**config.mk**
```make
export PLATFORM = sky130hd
export DESIGN_NAME = ssra_top
export DESIGN_NICKNAME = d
export VERILOG_FILES = /design/src/rtl/ssra_pkg.sv /design/src/rtl/ssra_crc8.sv /design/src/rtl/ssra_top.sv
export SDC_FILE = /design/constraint.sdc
export NUM_CORES = 1
export LEC_CHECK = 0
export BUFFER_PORTS_ARGS = -buffer_cell sky130_fd_sc_hd__buf_2
export CORE_MARGIN = 5
export CORE_UTILIZATION = 35
export CTS_CLUSTER_SIZE = 14
export DETAILED_ROUTE_END_ITERATION = 7
export PLACE_DENSITY = 0.62
export SYNTH_ARGS = -nofsm -noshare
export SYNTH_HDL_FRONTEND = slang
export SYNTH_SLANG_ARGS = --single-unit
```
**constraint.sdc**
```tcl
create_clock -name ref_clk -period 14.65 [get_ports ref_clk]
set_input_delay 1.465 -clock ref_clk [delete_from_list [all_inputs] [get_ports ref_clk]]
set_output_delay 1.465 -clock ref_clk [all_outputs]
set_load 0.03 [all_outputs]
```
**src/rtl/ssra_pkg.sv**
```systemverilog
// Shared constants, encodings and types of the SMBus sideband register access block.
package ssra_pkg;
    localparam int CLK_MHZ = 200;
    localparam int CYC_PER_MS = CLK_MHZ * 1000;
    localparam int T_LOW_MS = 25;
    localparam int T_HIGH_MS = 50;
    localparam int T_INT_MS = 2;
    localparam int TMR_W = 24;
    localparam logic [TMR_W-1:0] LOW_CYC_DEF = TMR_W'(T_LOW_MS * CYC_PER_MS);
    localparam logic [TMR_W-1:0] HIGH_CYC_DEF = TMR_W'(T_HIGH_MS * CYC_PER_MS);
    localparam logic [TMR_W-1:0] INT_CYC_DEF = TMR_W'(T_INT_MS * CYC_PER_MS);
    localparam logic [TMR_W-1:0] TMR_ONE = 24'h000001;

    // Command byte fields.
    localparam int CMD_BEGIN = 7;
    localparam int CMD_END = 6;
    localparam int CMD_MEM = 5;
    localparam int CMD_PEC = 4;
    localparam int CMD_IC_HI = 3;
    localparam int CMD_IC_LO = 2;
    localparam int CMD_XT_HI = 1;
    localparam int CMD_XT_LO = 0;
    localparam logic [1:0] IC_RD_DW = 2'h0;
    localparam logic [1:0] IC_WR_B = 2'h1;
    localparam logic [1:0] IC_WR_W = 2'h2;
    localparam logic [1:0] IC_WR_DW = 2'h3;
    localparam logic [1:0] XT_BYTE = 2'h0;
    localparam logic [1:0] XT_WORD = 2'h1;
    localparam logic [1:0] XT_BLOCK = 2'h2;

    // Status byte fields.
    localparam int ST_TMO = 7;
    localparam int ST_MA = 5;
    localparam int ST_TA = 4;
    localparam int ST_OK = 0;
    localparam logic [7:0] STATUS_RST = 8'h00;

    // Byte positions inside one SMBus write transaction.
    localparam logic [7:0] IDX_ADDR = 8'h00;
    localparam logic [7:0] IDX_CMD = 8'h01;
    localparam logic [7:0] IDX_D0 = 8'h02;
    localparam logic [7:0] IDX_BD0 = 8'h03;
    localparam logic [7:0] IDX_WLAST = 8'h03;
    localparam logic [7:0] IDX_MAX = 8'hFF;

    // Sequence buffer layout: target, devfn, address high nibble, address low byte, data.
    localparam int BUF_DEPTH = 8;
    localparam logic [3:0] PTR_FULL = 4'h8;
    localparam int B_TGT = 0;
    localparam int B_DEVFN = 1;
    localparam int B_AHI = 2;
    localparam int B_ALO = 3;
    localparam int B_DAT = 4;
    localparam logic [11:0] MASK_DW = 12'hFFC;
    localparam logic [11:0] MASK_W = 12'hFFE;

    localparam logic [3:0] BIT_LAST = 4'h7;
    localparam logic [6:0] SLV_ADDR_DEF = 7'h2A;
    localparam logic [7:0] CRC_POLY = 8'h07;
    localparam logic [7:0] CRC_INIT = 8'h00;
    localparam logic [4:0] SYNC_RST = 5'h03;

    typedef enum logic [4:0] {
        ST_IDLE = 5'h01,
        ST_RX = 5'h02,
        ST_ACK = 5'h04,
        ST_EXEC = 5'h08,
        ST_IGN = 5'h10
    } ssra_state_t;

    typedef struct packed {
        logic write;
        logic mem;
        logic [1:0] icmd;
        logic [7:0] target;
        logic [7:0] devfn;
        logic [11:0] addr;
        logic [31:0] data;
    } ssra_req_t;
endpackage

```
**src/rtl/ssra_crc8.sv**
```systemverilog
// One-byte update of the SMBus packet error code.
`timescale 1ns/100ps
`default_nettype none
module ssra_crc8
    import ssra_pkg::*;
(
    input wire logic [7:0] crc_in,
    input wire logic [7:0] data_in,
    output logic [7:0] crc_out
);
    always_comb begin
        crc_out = crc_in ^ data_in;
        for (int i = 0; i < 8; i++) begin
            crc_out = crc_out[7] ? ((crc_out << 1) ^ CRC_POLY) : (crc_out << 1);
        end
    end
endmodule
`default_nettype wire

```
**src/rtl/ssra_top.sv**
```systemverilog
// SMBus slave that turns write sequences into internal configuration and memory accesses.
//
// Overview of operation
// - Setup bytes gathered from any write type.
// - Register number aligned to internal command width.
// - End-flagged write launches the internal access.
// - Hold SCL low until internal access finishes.
// - Failed internal access NACKs final write byte.
// - Without checking, no checking byte is expected.
// - Unserviced internal access times out, NACK.
// - Internal master or target abort gives NACK.
// - Bad checking byte NACKed, access suppressed.
// - Cumulative SCL low 25 ms resets machine.
// - SCL high 50 ms resets machine.
// - Power-good, hard reset, warm reset reset machine.
// - First requester wins; other waits for completion.
// - SMBus path independent of system queues.
// - Command byte bit layout as defined.
// - Internal command and transfer type encodings.
// - Internal request not done in 2 ms flagged.
`timescale 1ns/100ps
`default_nettype none
module ssra_top
    import ssra_pkg::*;
#(
    parameter logic [6:0] SLV_ADDR = SLV_ADDR_DEF,
    parameter logic [TMR_W-1:0] LOW_CYC = LOW_CYC_DEF,
    parameter logic [TMR_W-1:0] HIGH_CYC = HIGH_CYC_DEF,
    parameter logic [TMR_W-1:0] INT_CYC = INT_CYC_DEF
) (
    input wire logic ref_clk,
    input wire logic nrst,
    input wire logic scl_in,
    output logic scl_out,
    output logic scl_oe,
    input wire logic sda_in,
    output logic sda_out,
    output logic sda_oe,
    input wire logic power_good_input,
    input wire logic hard_reset_input_n,
    input wire logic pcie_warm_reset,
    output logic int_req_valid,
    output ssra_req_t int_req,
    input wire logic int_done,
    input wire logic int_master_abort,
    input wire logic int_target_abort,
    input wire logic cpu_req,
    output logic cpu_gnt,
    output logic [7:0] status_byte
);
    logic [4:0] sync1_ff, sync2_ff;
    logic scl_d_ff, sda_d_ff, pin_lo_ff;
    ssra_state_t state_ff, nxt_state;
    logic sda_oe_ff, nxt_sda_oe, scl_oe_ff, nxt_scl_oe, nack_ff, nxt_nack;
    logic have_ff, nxt_have;
    logic [3:0] bit_cnt_ff, nxt_bit_cnt, ptr_ff;
    logic [7:0] idx_ff, nxt_idx, shift_ff, cmd_ff, blk_cnt_ff, crc_ff, status_ff;
    logic [1:0] seq_ic_ff;
    logic seq_err_ff, req_valid_ff, smb_own_ff, cpu_gnt_ff;
    logic [7:0] buf_ff [BUF_DEPTH];
    logic [TMR_W-1:0] low_cnt_ff, high_cnt_ff, exec_cnt_ff;
    ssra_req_t req_ff, req_nxt;
    logic [7:0] crc_upd;

    // Pins and resets from other domains pass two flops before any use.
    always_ff @(posedge ref_clk) begin
        if (!nrst) begin
            sync1_ff <= SYNC_RST;
            sync2_ff <= SYNC_RST;
        end else begin
            sync1_ff <= {pcie_warm_reset, hard_reset_input_n, power_good_input, sda_in, scl_in};
            sync2_ff <= sync1_ff;
        end
    end

    wire logic scl_s = sync2_ff[0];
    wire logic sda_s = sync2_ff[1];
    wire logic scl_rise = scl_s & ~scl_d_ff;
    wire logic scl_fall = ~scl_s & scl_d_ff;
    wire logic start_c = scl_s & scl_d_ff & sda_d_ff & ~sda_s;
    wire logic stop_c = scl_s & scl_d_ff & ~sda_d_ff & sda_s;
    wire logic low_tmo = (low_cnt_ff == LOW_CYC);
    wire logic high_tmo = (high_cnt_ff == HIGH_CYC);
    wire logic int_tmo = (exec_cnt_ff == INT_CYC);
    wire logic ext_rst = ~sync2_ff[2] | ~sync2_ff[3] | sync2_ff[4];
    wire logic sm_rst = ~nrst | ext_rst | low_tmo | high_tmo;

    wire logic in_exec = (state_ff == ST_EXEC);
    wire logic proc = (state_ff == ST_RX) & scl_fall & have_ff;
    wire logic [1:0] xt = cmd_ff[CMD_XT_HI:CMD_XT_LO];
    wire logic [1:0] ic = cmd_ff[CMD_IC_HI:CMD_IC_LO];
    wire logic is_blk = (xt == XT_BLOCK);
    wire logic [7:0] first_data = is_blk ? IDX_BD0 : IDX_D0;
    // The count byte is judged while it is still in the shifter, so a stale count cannot end the frame early.
    wire logic [7:0] blk_len = (idx_ff == IDX_D0) ? shift_ff : blk_cnt_ff;
    wire logic [7:0] last_data = is_blk ? (IDX_D0 + blk_len) : ((xt == XT_WORD) ? IDX_WLAST : IDX_D0);
    wire logic [7:0] final_idx = last_data + {7'h00, cmd_ff[CMD_PEC]};
    wire logic past_cmd = (idx_ff > IDX_CMD);
    wire logic is_final = past_cmd & (idx_ff == final_idx);
    wire logic beyond = past_cmd & (idx_ff > final_idx);
    wire logic is_data = past_cmd & (idx_ff >= first_data) & (idx_ff <= last_data);
    wire logic pec_bad = is_final & cmd_ff[CMD_PEC] & (shift_ff != crc_ff);
    wire logic addr_hit = (shift_ff[7:1] == SLV_ADDR) & ~shift_ff[0];
    wire logic end_bad = is_final & cmd_ff[CMD_END] & seq_err_ff;
    wire logic ack_now = (idx_ff == IDX_ADDR) ? addr_hit : ((idx_ff == IDX_CMD) | ~(beyond | pec_bad | end_bad));
    wire logic go_exec = is_final & cmd_ff[CMD_END] & ~pec_bad & ~seq_err_ff;
    wire logic done_ok = req_valid_ff & int_done;
    // completion or timeout ends the access
    wire logic exec_fin = done_ok | int_tmo;
    wire logic exec_ok = done_ok & ~int_master_abort & ~int_target_abort;
    // a tie goes to SMBus so a stuck processor path cannot block it
    wire logic smb_own_nxt = in_exec & ~exec_fin & (smb_own_ff | ~cpu_gnt_ff);

    ssra_crc8 u_crc (
        .crc_in(crc_ff),
        .data_in(shift_ff),
        .crc_out(crc_upd)
    );

    function automatic logic [11:0] ssra_align(input logic [1:0] icmd, input logic [11:0] a);
        case (icmd)
            IC_WR_B: ssra_align = a;
            IC_WR_W: ssra_align = a & MASK_W;
            default: ssra_align = a & MASK_DW;
        endcase
    endfunction

    assign req_nxt = '{write: (ic != IC_RD_DW), mem: cmd_ff[CMD_MEM], icmd: ic,
                       target: buf_ff[B_TGT], devfn: buf_ff[B_DEVFN],
                       addr: ssra_align(ic, {buf_ff[B_AHI][3:0], buf_ff[B_ALO]}),
                       data: {buf_ff[B_DAT+3], buf_ff[B_DAT+2], buf_ff[B_DAT+1], buf_ff[B_DAT]}};

    always_comb begin
        nxt_state = state_ff;
        nxt_sda_oe = sda_oe_ff;
        nxt_scl_oe = scl_oe_ff;
        nxt_nack = nack_ff;
        nxt_idx = idx_ff;
        nxt_bit_cnt = bit_cnt_ff;
        nxt_have = have_ff;
        case (state_ff)
            ST_IDLE: begin
                nxt_sda_oe = 1'b0;
            end
            ST_RX: begin
                if (scl_rise && !have_ff) begin
                    nxt_bit_cnt = bit_cnt_ff + 4'h1;
                    nxt_have = (bit_cnt_ff == BIT_LAST);
                end else if (proc) begin
                    nxt_have = 1'b0;
                    nxt_bit_cnt = 4'h0;
                    nxt_state = ST_ACK;
                    nxt_sda_oe = ack_now;
                    nxt_nack = ~ack_now;
                    if (go_exec) begin
                        nxt_state = ST_EXEC;
                        nxt_scl_oe = 1'b1;
                        nxt_sda_oe = 1'b0;
                        nxt_nack = 1'b0;
                    end else if (idx_ff == IDX_ADDR && !addr_hit) begin
                        nxt_state = ST_IGN;
                    end
                end
            end
            ST_ACK: begin
                if (scl_fall) begin
                    nxt_sda_oe = 1'b0;
                    nxt_idx = (idx_ff == IDX_MAX) ? idx_ff : idx_ff + 8'h01;
                    nxt_state = nack_ff ? ST_IGN : ST_RX;
                end
            end
            ST_EXEC: begin
                if (exec_fin) begin
                    nxt_scl_oe = 1'b0;
                    nxt_sda_oe = exec_ok;
                    nxt_nack = ~exec_ok;
                    nxt_state = ST_ACK;
                end
            end
            ST_IGN: begin
                nxt_sda_oe = 1'b0;
            end
            default: begin
                nxt_state = ST_IDLE;
            end
        endcase
        if (stop_c) begin
            nxt_state = ST_IDLE;
            nxt_sda_oe = 1'b0;
        end
        if (start_c) begin
            nxt_state = ST_RX;
            nxt_idx = IDX_ADDR;
            nxt_bit_cnt = 4'h0;
            nxt_have = 1'b0;
            nxt_sda_oe = 1'b0;
        end
        // SCL timeouts and resets return to idle
        if (sm_rst) begin
            nxt_state = ST_IDLE;
            nxt_sda_oe = 1'b0;
            nxt_scl_oe = 1'b0;
            nxt_nack = 1'b0;
            nxt_idx = IDX_ADDR;
            nxt_bit_cnt = 4'h0;
            nxt_have = 1'b0;
        end
    end

    always_ff @(posedge ref_clk) begin
        if (!nrst) begin
            scl_d_ff <= 1'b1;
            sda_d_ff <= 1'b1;
        end else begin
            scl_d_ff <= scl_s;
            sda_d_ff <= sda_s;
        end
        pin_lo_ff <= 1'b0;
        state_ff <= nxt_state;
        sda_oe_ff <= nxt_sda_oe;
        scl_oe_ff <= nxt_scl_oe;
        nack_ff <= nxt_nack;
        idx_ff <= nxt_idx;
        bit_cnt_ff <= nxt_bit_cnt;
        have_ff <= nxt_have;
    end

    always_ff @(posedge ref_clk) begin
        if (sm_rst) begin
            shift_ff <= 8'h00;
            crc_ff <= CRC_INIT;
        end else if (start_c) begin
            crc_ff <= CRC_INIT;
        end else if (state_ff == ST_RX && scl_rise && !have_ff) begin
            shift_ff <= {shift_ff[6:0], sda_s};
        end else if (proc) begin
            crc_ff <= crc_upd;
        end
    end

    // setup and data bytes fill the sequence buffer
    always_ff @(posedge ref_clk) begin
        if (sm_rst) begin
            cmd_ff <= 8'h00;
            blk_cnt_ff <= 8'h00;
            ptr_ff <= 4'h0;
            seq_ic_ff <= IC_RD_DW;
            seq_err_ff <= 1'b0;
        end else if (proc && idx_ff == IDX_CMD) begin
            cmd_ff <= shift_ff;
            // internal command must stay the same across a sequence
            if (shift_ff[CMD_BEGIN]) begin
                ptr_ff <= 4'h0;
                seq_ic_ff <= shift_ff[CMD_IC_HI:CMD_IC_LO];
                seq_err_ff <= 1'b0;
            end else if (shift_ff[CMD_IC_HI:CMD_IC_LO] != seq_ic_ff) begin
                seq_err_ff <= 1'b1;
            end
        end else if (proc && pec_bad) begin
            seq_err_ff <= 1'b1;
        end else if (proc && is_blk && idx_ff == IDX_D0) begin
            blk_cnt_ff <= shift_ff;
        end else if (proc && is_data && ptr_ff != PTR_FULL) begin
            ptr_ff <= ptr_ff + 4'h1;
        end
    end

    always_ff @(posedge ref_clk) begin
        if (proc && is_data && ptr_ff != PTR_FULL) begin
            buf_ff[ptr_ff[2:0]] <= shift_ff;
        end
    end

    // Our own stretching is excluded, only the master's low time counts.
    always_ff @(posedge ref_clk) begin
        if (sm_rst || start_c || stop_c || state_ff == ST_IDLE) begin
            low_cnt_ff <= '0;
        end else if (!scl_s && !scl_oe_ff) begin
            low_cnt_ff <= low_cnt_ff + TMR_ONE;
        end
        if (sm_rst || !scl_s) begin
            high_cnt_ff <= '0;
        end else begin
            high_cnt_ff <= high_cnt_ff + TMR_ONE;
        end
    end

    always_ff @(posedge ref_clk) begin
        if (sm_rst || !in_exec || exec_fin) begin
            exec_cnt_ff <= '0;
        end else begin
            exec_cnt_ff <= exec_cnt_ff + TMR_ONE;
        end
        if (!nrst || ext_rst) begin
            status_ff <= STATUS_RST;
        end else if (in_exec && exec_fin) begin
            status_ff <= STATUS_RST;
            status_ff[ST_TMO] <= ~done_ok;
            status_ff[ST_MA] <= done_ok & int_master_abort;
            status_ff[ST_TA] <= done_ok & int_target_abort;
            status_ff[ST_OK] <= exec_ok;
        end
    end

    // first requester keeps the unit until done
    always_ff @(posedge ref_clk) begin
        if (sm_rst) begin
            smb_own_ff <= 1'b0;
            req_valid_ff <= 1'b0;
        end else begin
            smb_own_ff <= smb_own_nxt;
            req_valid_ff <= smb_own_nxt & smb_own_ff;
        end
        // SCL timeouts belong to the SMBus side and must not take the unit from the processor.
        if (!nrst) begin
            cpu_gnt_ff <= 1'b0;
        end else begin
            cpu_gnt_ff <= cpu_req & ~smb_own_nxt;
        end
        if (in_exec && !req_valid_ff) begin
            req_ff <= req_nxt;
        end
    end

    assign scl_out = pin_lo_ff;
    assign sda_out = pin_lo_ff;
    assign scl_oe = scl_oe_ff;
    assign sda_oe = sda_oe_ff;
    assign int_req_valid = req_valid_ff;
    assign int_req = req_ff;
    assign cpu_gnt = cpu_gnt_ff;
    assign status_byte = status_ff;
endmodule
`default_nettype wire

```
==> reports/qor.yml, run 1 <==
h-tree-depth: 1
worst-path-max-fanout: 11
max_freq_mhz: 188
dr.pass1.iters: 6
placed_area_sq_um: 12500
crit_top_cell: "ha_1"
final_util: 0.416
clk_pin_slew_ns: 0.06
clk_latency_ns: 0.55
drtAntennaViolNets: 0
yosys.area.top_type: "edfxtp_1"
place.gp.congestion: 0.901
area_growth_pct: 16.5
setup_viol: 0
cts_sinks: 274
drc: 0
grt_pass1_vias: 7503
max_stage_delay_ns: 0.51
wire_per_inst_microns: 14.4
grt_pass1_wl_mm: 38.2
wl_met3_mm: 1.48
arrival_ns: 5.79
top_layer: "met4"
core_area_sq_um: 32700
critPathTopFamily: "simple AND/OR/NAND/NOR gates"
ir_worst_vdd_mv: 0.0738
worst_slew_pin_slew_ns: 1.04
fin_nets: 1200
finClkSkew_ns: 0.00955
ctsRootBufferMaster: "clkbuf_16"
hold_viol: 0
synth.avg_cell_area_sq_um: 11.0
rsz0062_at_grt: "no"
io_buffers: 82
p_per_area_nw_per_um2: 118
fin_ws_ns: 9.33
post-place-ws_ns: 9.43
slew_headroom: 0.304
fin_tns_setup_ns: 0
crit_buf_inv: 2
worstPathCellList: "inv_1 > ha_1 > nor3b_1 > nand2_1 > mux2i_1 > inv_1 > ha_1 > nand2b_1 > a221o_1 > nand3_1 > o211ai_1 > nor3_1 > xor2_1 > ha_1 > nand4_1 > nor2_1 > and3b_1 > or3_1 > or4_1 > a21oi_1"
critPathLaunchType: "register"
crit_path_top_delay_cell: "or4_1"
worst-setup-path-type: "register to register"
drt_wl_total_mm: 23.2
final_area_sq_um: 13600
cts_tree: "yes"
postCtsSetupBuffers: 0
clk_path_buf_depth: 3
yosysUniqueCellTypes: 60
worstPathRequired_ns: 15.12
start_util: 0.357
fin_cells: 1614
place_inst: 1560
hold_buffers: 0
wl_met2_mm: 10.4
postSynth.asyncResetShare: 0
die_width_microns: 193
ys_seq_elements: 274
wl_met1_mm: 10.9
io_pins: 89
synthTopCellsByArea: "edfxtp_1 (32%), dfxtp_1 (26%), xor2_1 (5.3%), nor2_1 (4.8%), ha_1 (4.3%)"
die_h_microns: 193
ys.flop_type: "dfxtp_1"
ff2ff_path_depth: 20
antenna_found_initial: 0
die_area_sq_um: 37100
drive_gt1_frac: 0.130
maxSlewViolCount: 0
cts_resized: 0
syn_inst: 1063
vias: 7796
min_path_type: "register to register"
yosysWarnings: 0
insertedDiodeCount: 0
crit_path_end_kind: "register"
hpwl_mm: 15.7
drtIter0Drc: 508
numCtsBuffers: 29
yosysSeqAreaShare: 0.576
path_depth: 20
rows: 66
cellLeakagePower_nw: 4.37
syn_area_sq_um: 11700
grt-ovfl-total: 0
fin_crit_ns: 5.32
synth-edff-count: 124
viasPerCell: 4.83
fin_crit_sh: 0.363
status: "finished, final reports clean"
cap_viol_max_count: 0
grt_max_degree: 65
yosysTopAreaCellShare: 0.319
min_path_cells: 1
track_usage: 0.125
==> synth_stat cells, types with 6 or more instances <==
master,instances
nor4b_1,11
xor2_1,71
a21oi_1,33
and3_1,21
dfxtp_1,150
inv_1,27
ha_1,40
buf_4,7
or3_1,6
and4_1,14
nand4_1,32
or4_1,6
mux2i_1,23
o211ai_1,9
xnor2_1,47
nor3_1,10
clkbuf_1,27
and2_1,12
nand3_1,44
o21ai_0,19
nand2b_1,14
nor4_1,11
nor2_1,149
nor2b_1,6
edfxtp_1,124
nand2_1,85
==> cell usage in the layout (no fill, tap or decap), types with 14 or more instances in the layout <==
cell type | Yosys | final
nand4_1 | 32 | 32
o21ai_0 | 19 | 18
mux2i_1 | 23 | 23
clkbuf_16 | 0 | 29
buf_2 | 2 | 82
xor2_1 | 71 | 71
xnor2_1 | 47 | 47
and3_1 | 21 | 21
nor2_1 | 149 | 148
edfxtp_1 | 124 | 124
nand2_1 | 85 | 85
a21oi_1 | 33 | 33
and4_1 | 14 | 14
nand3_1 | 44 | 44
dfxtp_1 | 150 | 150
inv_1 | 27 | 27
nand2b_1 | 14 | 14
ha_1 | 40 | 40
==> cells by family after synthesis <==
group | synth area share
AOI/OAI and AO/OA | 0.0524
buffers and inverters | 0.0272
xor gates and xnor gates | 0.0885
adders and majority gates | 0.0429
and+or+nand+nor | 0.192
DFF | 0.576
other | 0.000321
muxes | 0.0207
==> registers in the layout, summed over array words and instances, names as in the netlist, 5 cells and up <==
name and count:
idx_ff 8, buf_ff 60, blk_cnt_ff 8, crc_ff 8, state_ff 5, cmd_ff 7, low_cnt_ff 24, sync1_ff 5
exec_cnt_ff 24, sync2_ff 5, shift_ff 8, high_cnt_ff 24, int_req 64
==> worst reg2reg max path, cell delays in order (launching register included) <==
cell and delay, ns:
dfxtp_1 0.36, inv_1 0.20, ha_1 0.17, nor3b_1 0.48
nand2_1 0.40, mux2i_1 0.32, inv_1 0.09, ha_1 0.30
nand2b_1 0.18, a221o_1 0.29, nand3_1 0.11, o211ai_1 0.16
nor3_1 0.26, xor2_1 0.18, ha_1 0.27, nand4_1 0.11
nor2_1 0.09, and3b_1 0.19, or3_1 0.43, or4_1 0.51
a21oi_1 0.15
==> where the power goes <==
group,total [mW],switching [mW],internal (mW)
clock,0.798,0.298,0.500
combinational,0.00750,0.00491,0.00259
sequential,0.795,0.00117,0.794
total,1.60,0.304,1.30
==> final timing paths <==
| path | start | to | slack, ns |
|---|---|---|---|
| max | idx_ff[0]$_SDFFE_PP0P_ | ptr_ff[0]$_SDFFE_PP0P_ | 9.33 |
| min | sync1_ff[0]$_SDFF_PN1_ | sync2_ff[0]$_SDFF_PN1_ | 0.40 |
| max reg2reg | idx_ff[0]$_SDFFE_PP0P_ | ptr_ff[0]$_SDFFE_PP0P_ | 9.33 |
| min reg2reg | sync1_ff[0]$_SDFF_PN1_ | sync2_ff[0]$_SDFF_PN1_ | 0.40 |
==> metrics by stage <==
stage	hold WS (ns)	power (mW)
detailed placement	0.394	0.819
floorplan	0.386	0.818
global placement	0.393	0.819
finish	0.405	1.60
global route	0.421	1.66
CTS	0.407	1.62
==> final cells by class <==
type | count | area (sq um)
Timing Repair Buffer | 93 | 493
Tap cell | 442 | 553
Multi-Input combinational cell | 723 | 4670
Sequential cell | 274 | 6730
Clock buffer | 38 | 779
Clock inverter | 16 | 277
Inverter | 28 | 105
Fill cell | 3158 | 19100
==> layer usage <==
metal / track usage / vias to the layer above
li1: - / 3909
met1: 0.173 / 3662
met2: 0.201 / 188
met3: 0.0248 / 37
met4: 0.0348 / 0
met5: 0 / -
Power figures use the tool's default switching activity.
==> run 2, diff against run 1 <==
--- a/config.mk
+++ b/config.mk
@@ -5,12 +5,13 @@
 export SDC_FILE = /design/constraint.sdc
 export NUM_CORES = 1
 export LEC_CHECK = 0
+export ABC_AREA = 1
 export BUFFER_PORTS_ARGS = -buffer_cell sky130_fd_sc_hd__buf_2
 export CORE_MARGIN = 5
 export CORE_UTILIZATION = 35
 export CTS_CLUSTER_SIZE = 14
 export DETAILED_ROUTE_END_ITERATION = 7
-export PLACE_DENSITY = 0.62
+export PLACE_DENSITY = 0.64
 export SYNTH_ARGS = -nofsm -noshare
 export SYNTH_HDL_FRONTEND = slang
 export SYNTH_SLANG_ARGS = --single-unit
==> constraint.sdc (replaced) <==
create_clock -name ref_clk -period 4.45 [get_ports ref_clk]
set_input_delay 0.445 -clock ref_clk [delete_from_list [all_inputs] [get_ports ref_clk]]
set_output_delay 0.445 -clock ref_clk [all_outputs]
set_load 0.03 [all_outputs]
==> reports/qor.yml, run 2 <==
status: "finished, final reports clean"
drive_gt1_frac: 0.135
maxSlewViolCount: 0
pwr-share-comb: 0.006
crit_top_cell: "nand2_1"
grt_max_degree: 29
crit_path_start: "idx_ff[0]$_SDFFE_PP0P_"
io_pins: 89
slew_headroom: 0.452
fin_nets: 1507
switching_share: 0.193
fin_tns_setup_ns: 0
fin_crit_sh: 0.915
ctsRootBufferMaster: "clkbuf_16"
p_seq_frac: 0.517
die_width_microns: 196
r2r-end: "blk_cnt_ff[2]$_SDFFE_PP0P_"
crit_path_top_delay_cell: "dfxtp_1"
vias: 8989
io_buffers: 82
hold_buffers: 0
clk_path_buf_depth: 3
worst-path-max-fanout: 16
holdPathEnd: "sync1_ff[4]$_SDFF_PN0_"
ff2ff_path_depth: 31
antenna_found_initial: 0
yosysSeqAreaShare: 0.554
synthTopCellsByCount: "nand2_1 (245), nor2_1 (186), inv_1 (178)"
track_usage: 0.124
mostFrequentLayoutCells: "nand2_1 (245), nor2_1 (185), inv_1 (178), dfxtp_1 (150), edfxtp_1 (124)"
start_util: 0.353
hold_viol: 0
wire_per_inst_microns: 12.8
setup_viol: 0
final_util: 0.412
drtAntennaViolNets: 0
arrival_ns: 4.54
viasPerCell: 4.65
yosysWarnings: 0
max_stage_delay_ns: 0.39
p_clk_frac: 0.477
ys.flop_type: "dfxtp_1"
reg2reg_slack_ns: 0.38
drt_wl_total_mm: 24.6
clk_pin_slew_ns: 0.06
critPathLaunchType: "register"
yosysTopAreaCellShare: 0.306
grt_pass1_wl_mm: 40.5
core_area_sq_um: 34400
cts_tree: "yes"
cellLeakagePower_nw: 5.42
place.gp.congestion: 0.907
worstPathRequired_ns: 4.91
worst-setup-path-type: "register to register"
clk_latency_ns: 0.54
worstHoldStart: "pcie_warm_reset"
yosysMostFrequentCell: "nand2_1"
fin_ws_ns: 0.378
synth-edff-count: 124
grt-ovfl-total: 0
final_common_cell: "nand2_1"
worst_slew_pin_slew_ns: 0.820
dr.pass1.iters: 5
postSynth.asyncResetShare: 0
final_area_sq_um: 14100
yosys.area.top_type: "edfxtp_1"
die_area_sq_um: 38500
largest_reg_flops: 64
p_per_area_nw_per_um2: 357
synth.avg_cell_area_sq_um: 9.07
ys_seq_elements: 274
drtIter0Drc: 588
crit_path_end_kind: "register"
syn_area_sq_um: 12200
hpwl_mm: 17.8
finClkSkew_ns: 0.0103
ir_worst_vdd_mv: 0.284
p_sw_uw: 977
p_int_mw: 4.08
placed_area_sq_um: 13200
h-tree-depth: 1
cts_sinks: 274
die_h_microns: 196
regToRegStartpoint: "idx_ff[0]$_SDFFE_PP0P_"
numCtsBuffers: 29
fin_crit_ns: 4.07
cts_resized: 0
min_path_cells: 3
area_growth_pct: 16.5
p_total_mw: 5.06
max_freq_mhz: 246
rsz0062_at_grt: "no"
drc: 0
cap_viol_max_count: 0
synthTopCellsByArea: "edfxtp_1 (31%), dfxtp_1 (25%), nand2_1 (7.6%), nor2_1 (5.7%), inv_1 (5.5%)"
syn_inst: 1339
yosysUniqueCellTypes: 45
grt_pass1_vias: 8432
min_path_type: "primary input to register"
rows: 68
post-place-ws_ns: 0.361
insertedDiodeCount: 0
run 2: cell count changes in the layout (fill, tap and decap cells not counted), sizes merged, moves of 14 or more:
cell	previous run	this run
xor2	71	38
nor2	149	196
a21oi	33	50
nand3	44	77
xnor2	47	22
a211oi	3	20
nor3	10	44
mux2i	23	0
inv	30	187
and3	21	5
nand2	85	251
and4	14	0
buf	93	107
run 2: final cells by class:
class / instances / area, sq um
inverter: 185 / 694
sequential: 274 / 6730
clock buffer: 36 / 772
clock inverter: 16 / 193
tap: 455 / 569
multi-input combinational: 859 / 4600
timing repair buffer: 107 / 598
fill: 3410 / 20200
run 2: worst max-delay path, delay by kind of cell (launching register included):
family	cells	cell delay [ns]
buffers and inverters	7	0.70
adders and majority gates	3	0.72
AOI/OAI and AO/OA	3	0.50
DFF	1	0.39
and+or+nand+nor	18	1.65
run 2: logic make-up (layout without fill, tap and decap cells):
| logic type | count (synthesis) | count (layout) | synth area share |
|---|---|---|---|
| flip-flops | 274 | 274 | 0.554 |
| XOR/XNOR | 60 | 60 | 0.0432 |
| buffers and inverters | 211 | 344 | 0.0702 |
| other | 1 | 6 | 0.000309 |
| AND/OR/NAND/NOR | 641 | 641 | 0.236 |
| adder cells (fa/ha/maj) | 40 | 40 | 0.0412 |
| AO/OA/AOI/OAI | 112 | 112 | 0.0558 |
run 2: power by group through the flow:
| stage | clock network, mW | registers (mW) | logic (mW) |
|---|---|---|---|
| finish | 2.41 | 2.62 | 0.0287 |
| floorplan | 0 | 2.67 | 0.0239 |
| global placement | 0 | 2.67 | 0.0281 |
| CTS | 2.48 | 2.61 | 0.0287 |
| detailed placement | 0 | 2.67 | 0.0287 |
| global route | 2.58 | 2.61 | 0.0318 |
run 2: layer usage:
| metal | vias to the layer above | wire length (microns) | GRT usage | share of wire |
|---|---|---|---|---|
| met5 | - | 0 | 0 | 0 |
| met4 | 0 | 565 | 0.0321 | 0.023 |
| met3 | 39 | 1390 | 0.0191 | 0.057 |
| met2 | 222 | 11000 | 0.204 | 0.45 |
| met1 | 4103 | 11700 | 0.172 | 0.47 |
| li1 | 4625 | - | - | - |
run 2: timing repair:
item / CTS / global route
setup buffers: 0 / 3
endpoints found under the setup margin: 0 / 9
hold endpoints to repair: 0 / 0
run 2: stage by stage:
stage          hold slack [ns]  std cells
6_report                0.0831       1932
2_1_floorplan            0.390       1344
3_5_place_dp             0.400       1877
3_3_place_gp             0.395       1877
5_1_grt                 0.0817       1932
4_1_cts                 0.0576       1929
run 2: worst max path at each step:
| stage | cells after the start | end | slack (ns) |
|---|---|---|---|
| global route | 31 | blk_cnt_ff[1]$_SDFFE_PP0P_ | 0.01 |
| CTS | 28 | blk_cnt_ff[2]$_SDFFE_PP0P_ | 0.32 |
| detailed placement | 28 | blk_cnt_ff[7]$_SDFFE_PP0P_ | 0.36 |
| global placement | 28 | blk_cnt_ff[2]$_SDFFE_PP0P_ | 0.47 |
| finish | 31 | blk_cnt_ff[2]$_SDFFE_PP0P_ | 0.38 |
| floorplan | 4 | int_req[0]$_DFFE_PP_ | 0.45 |
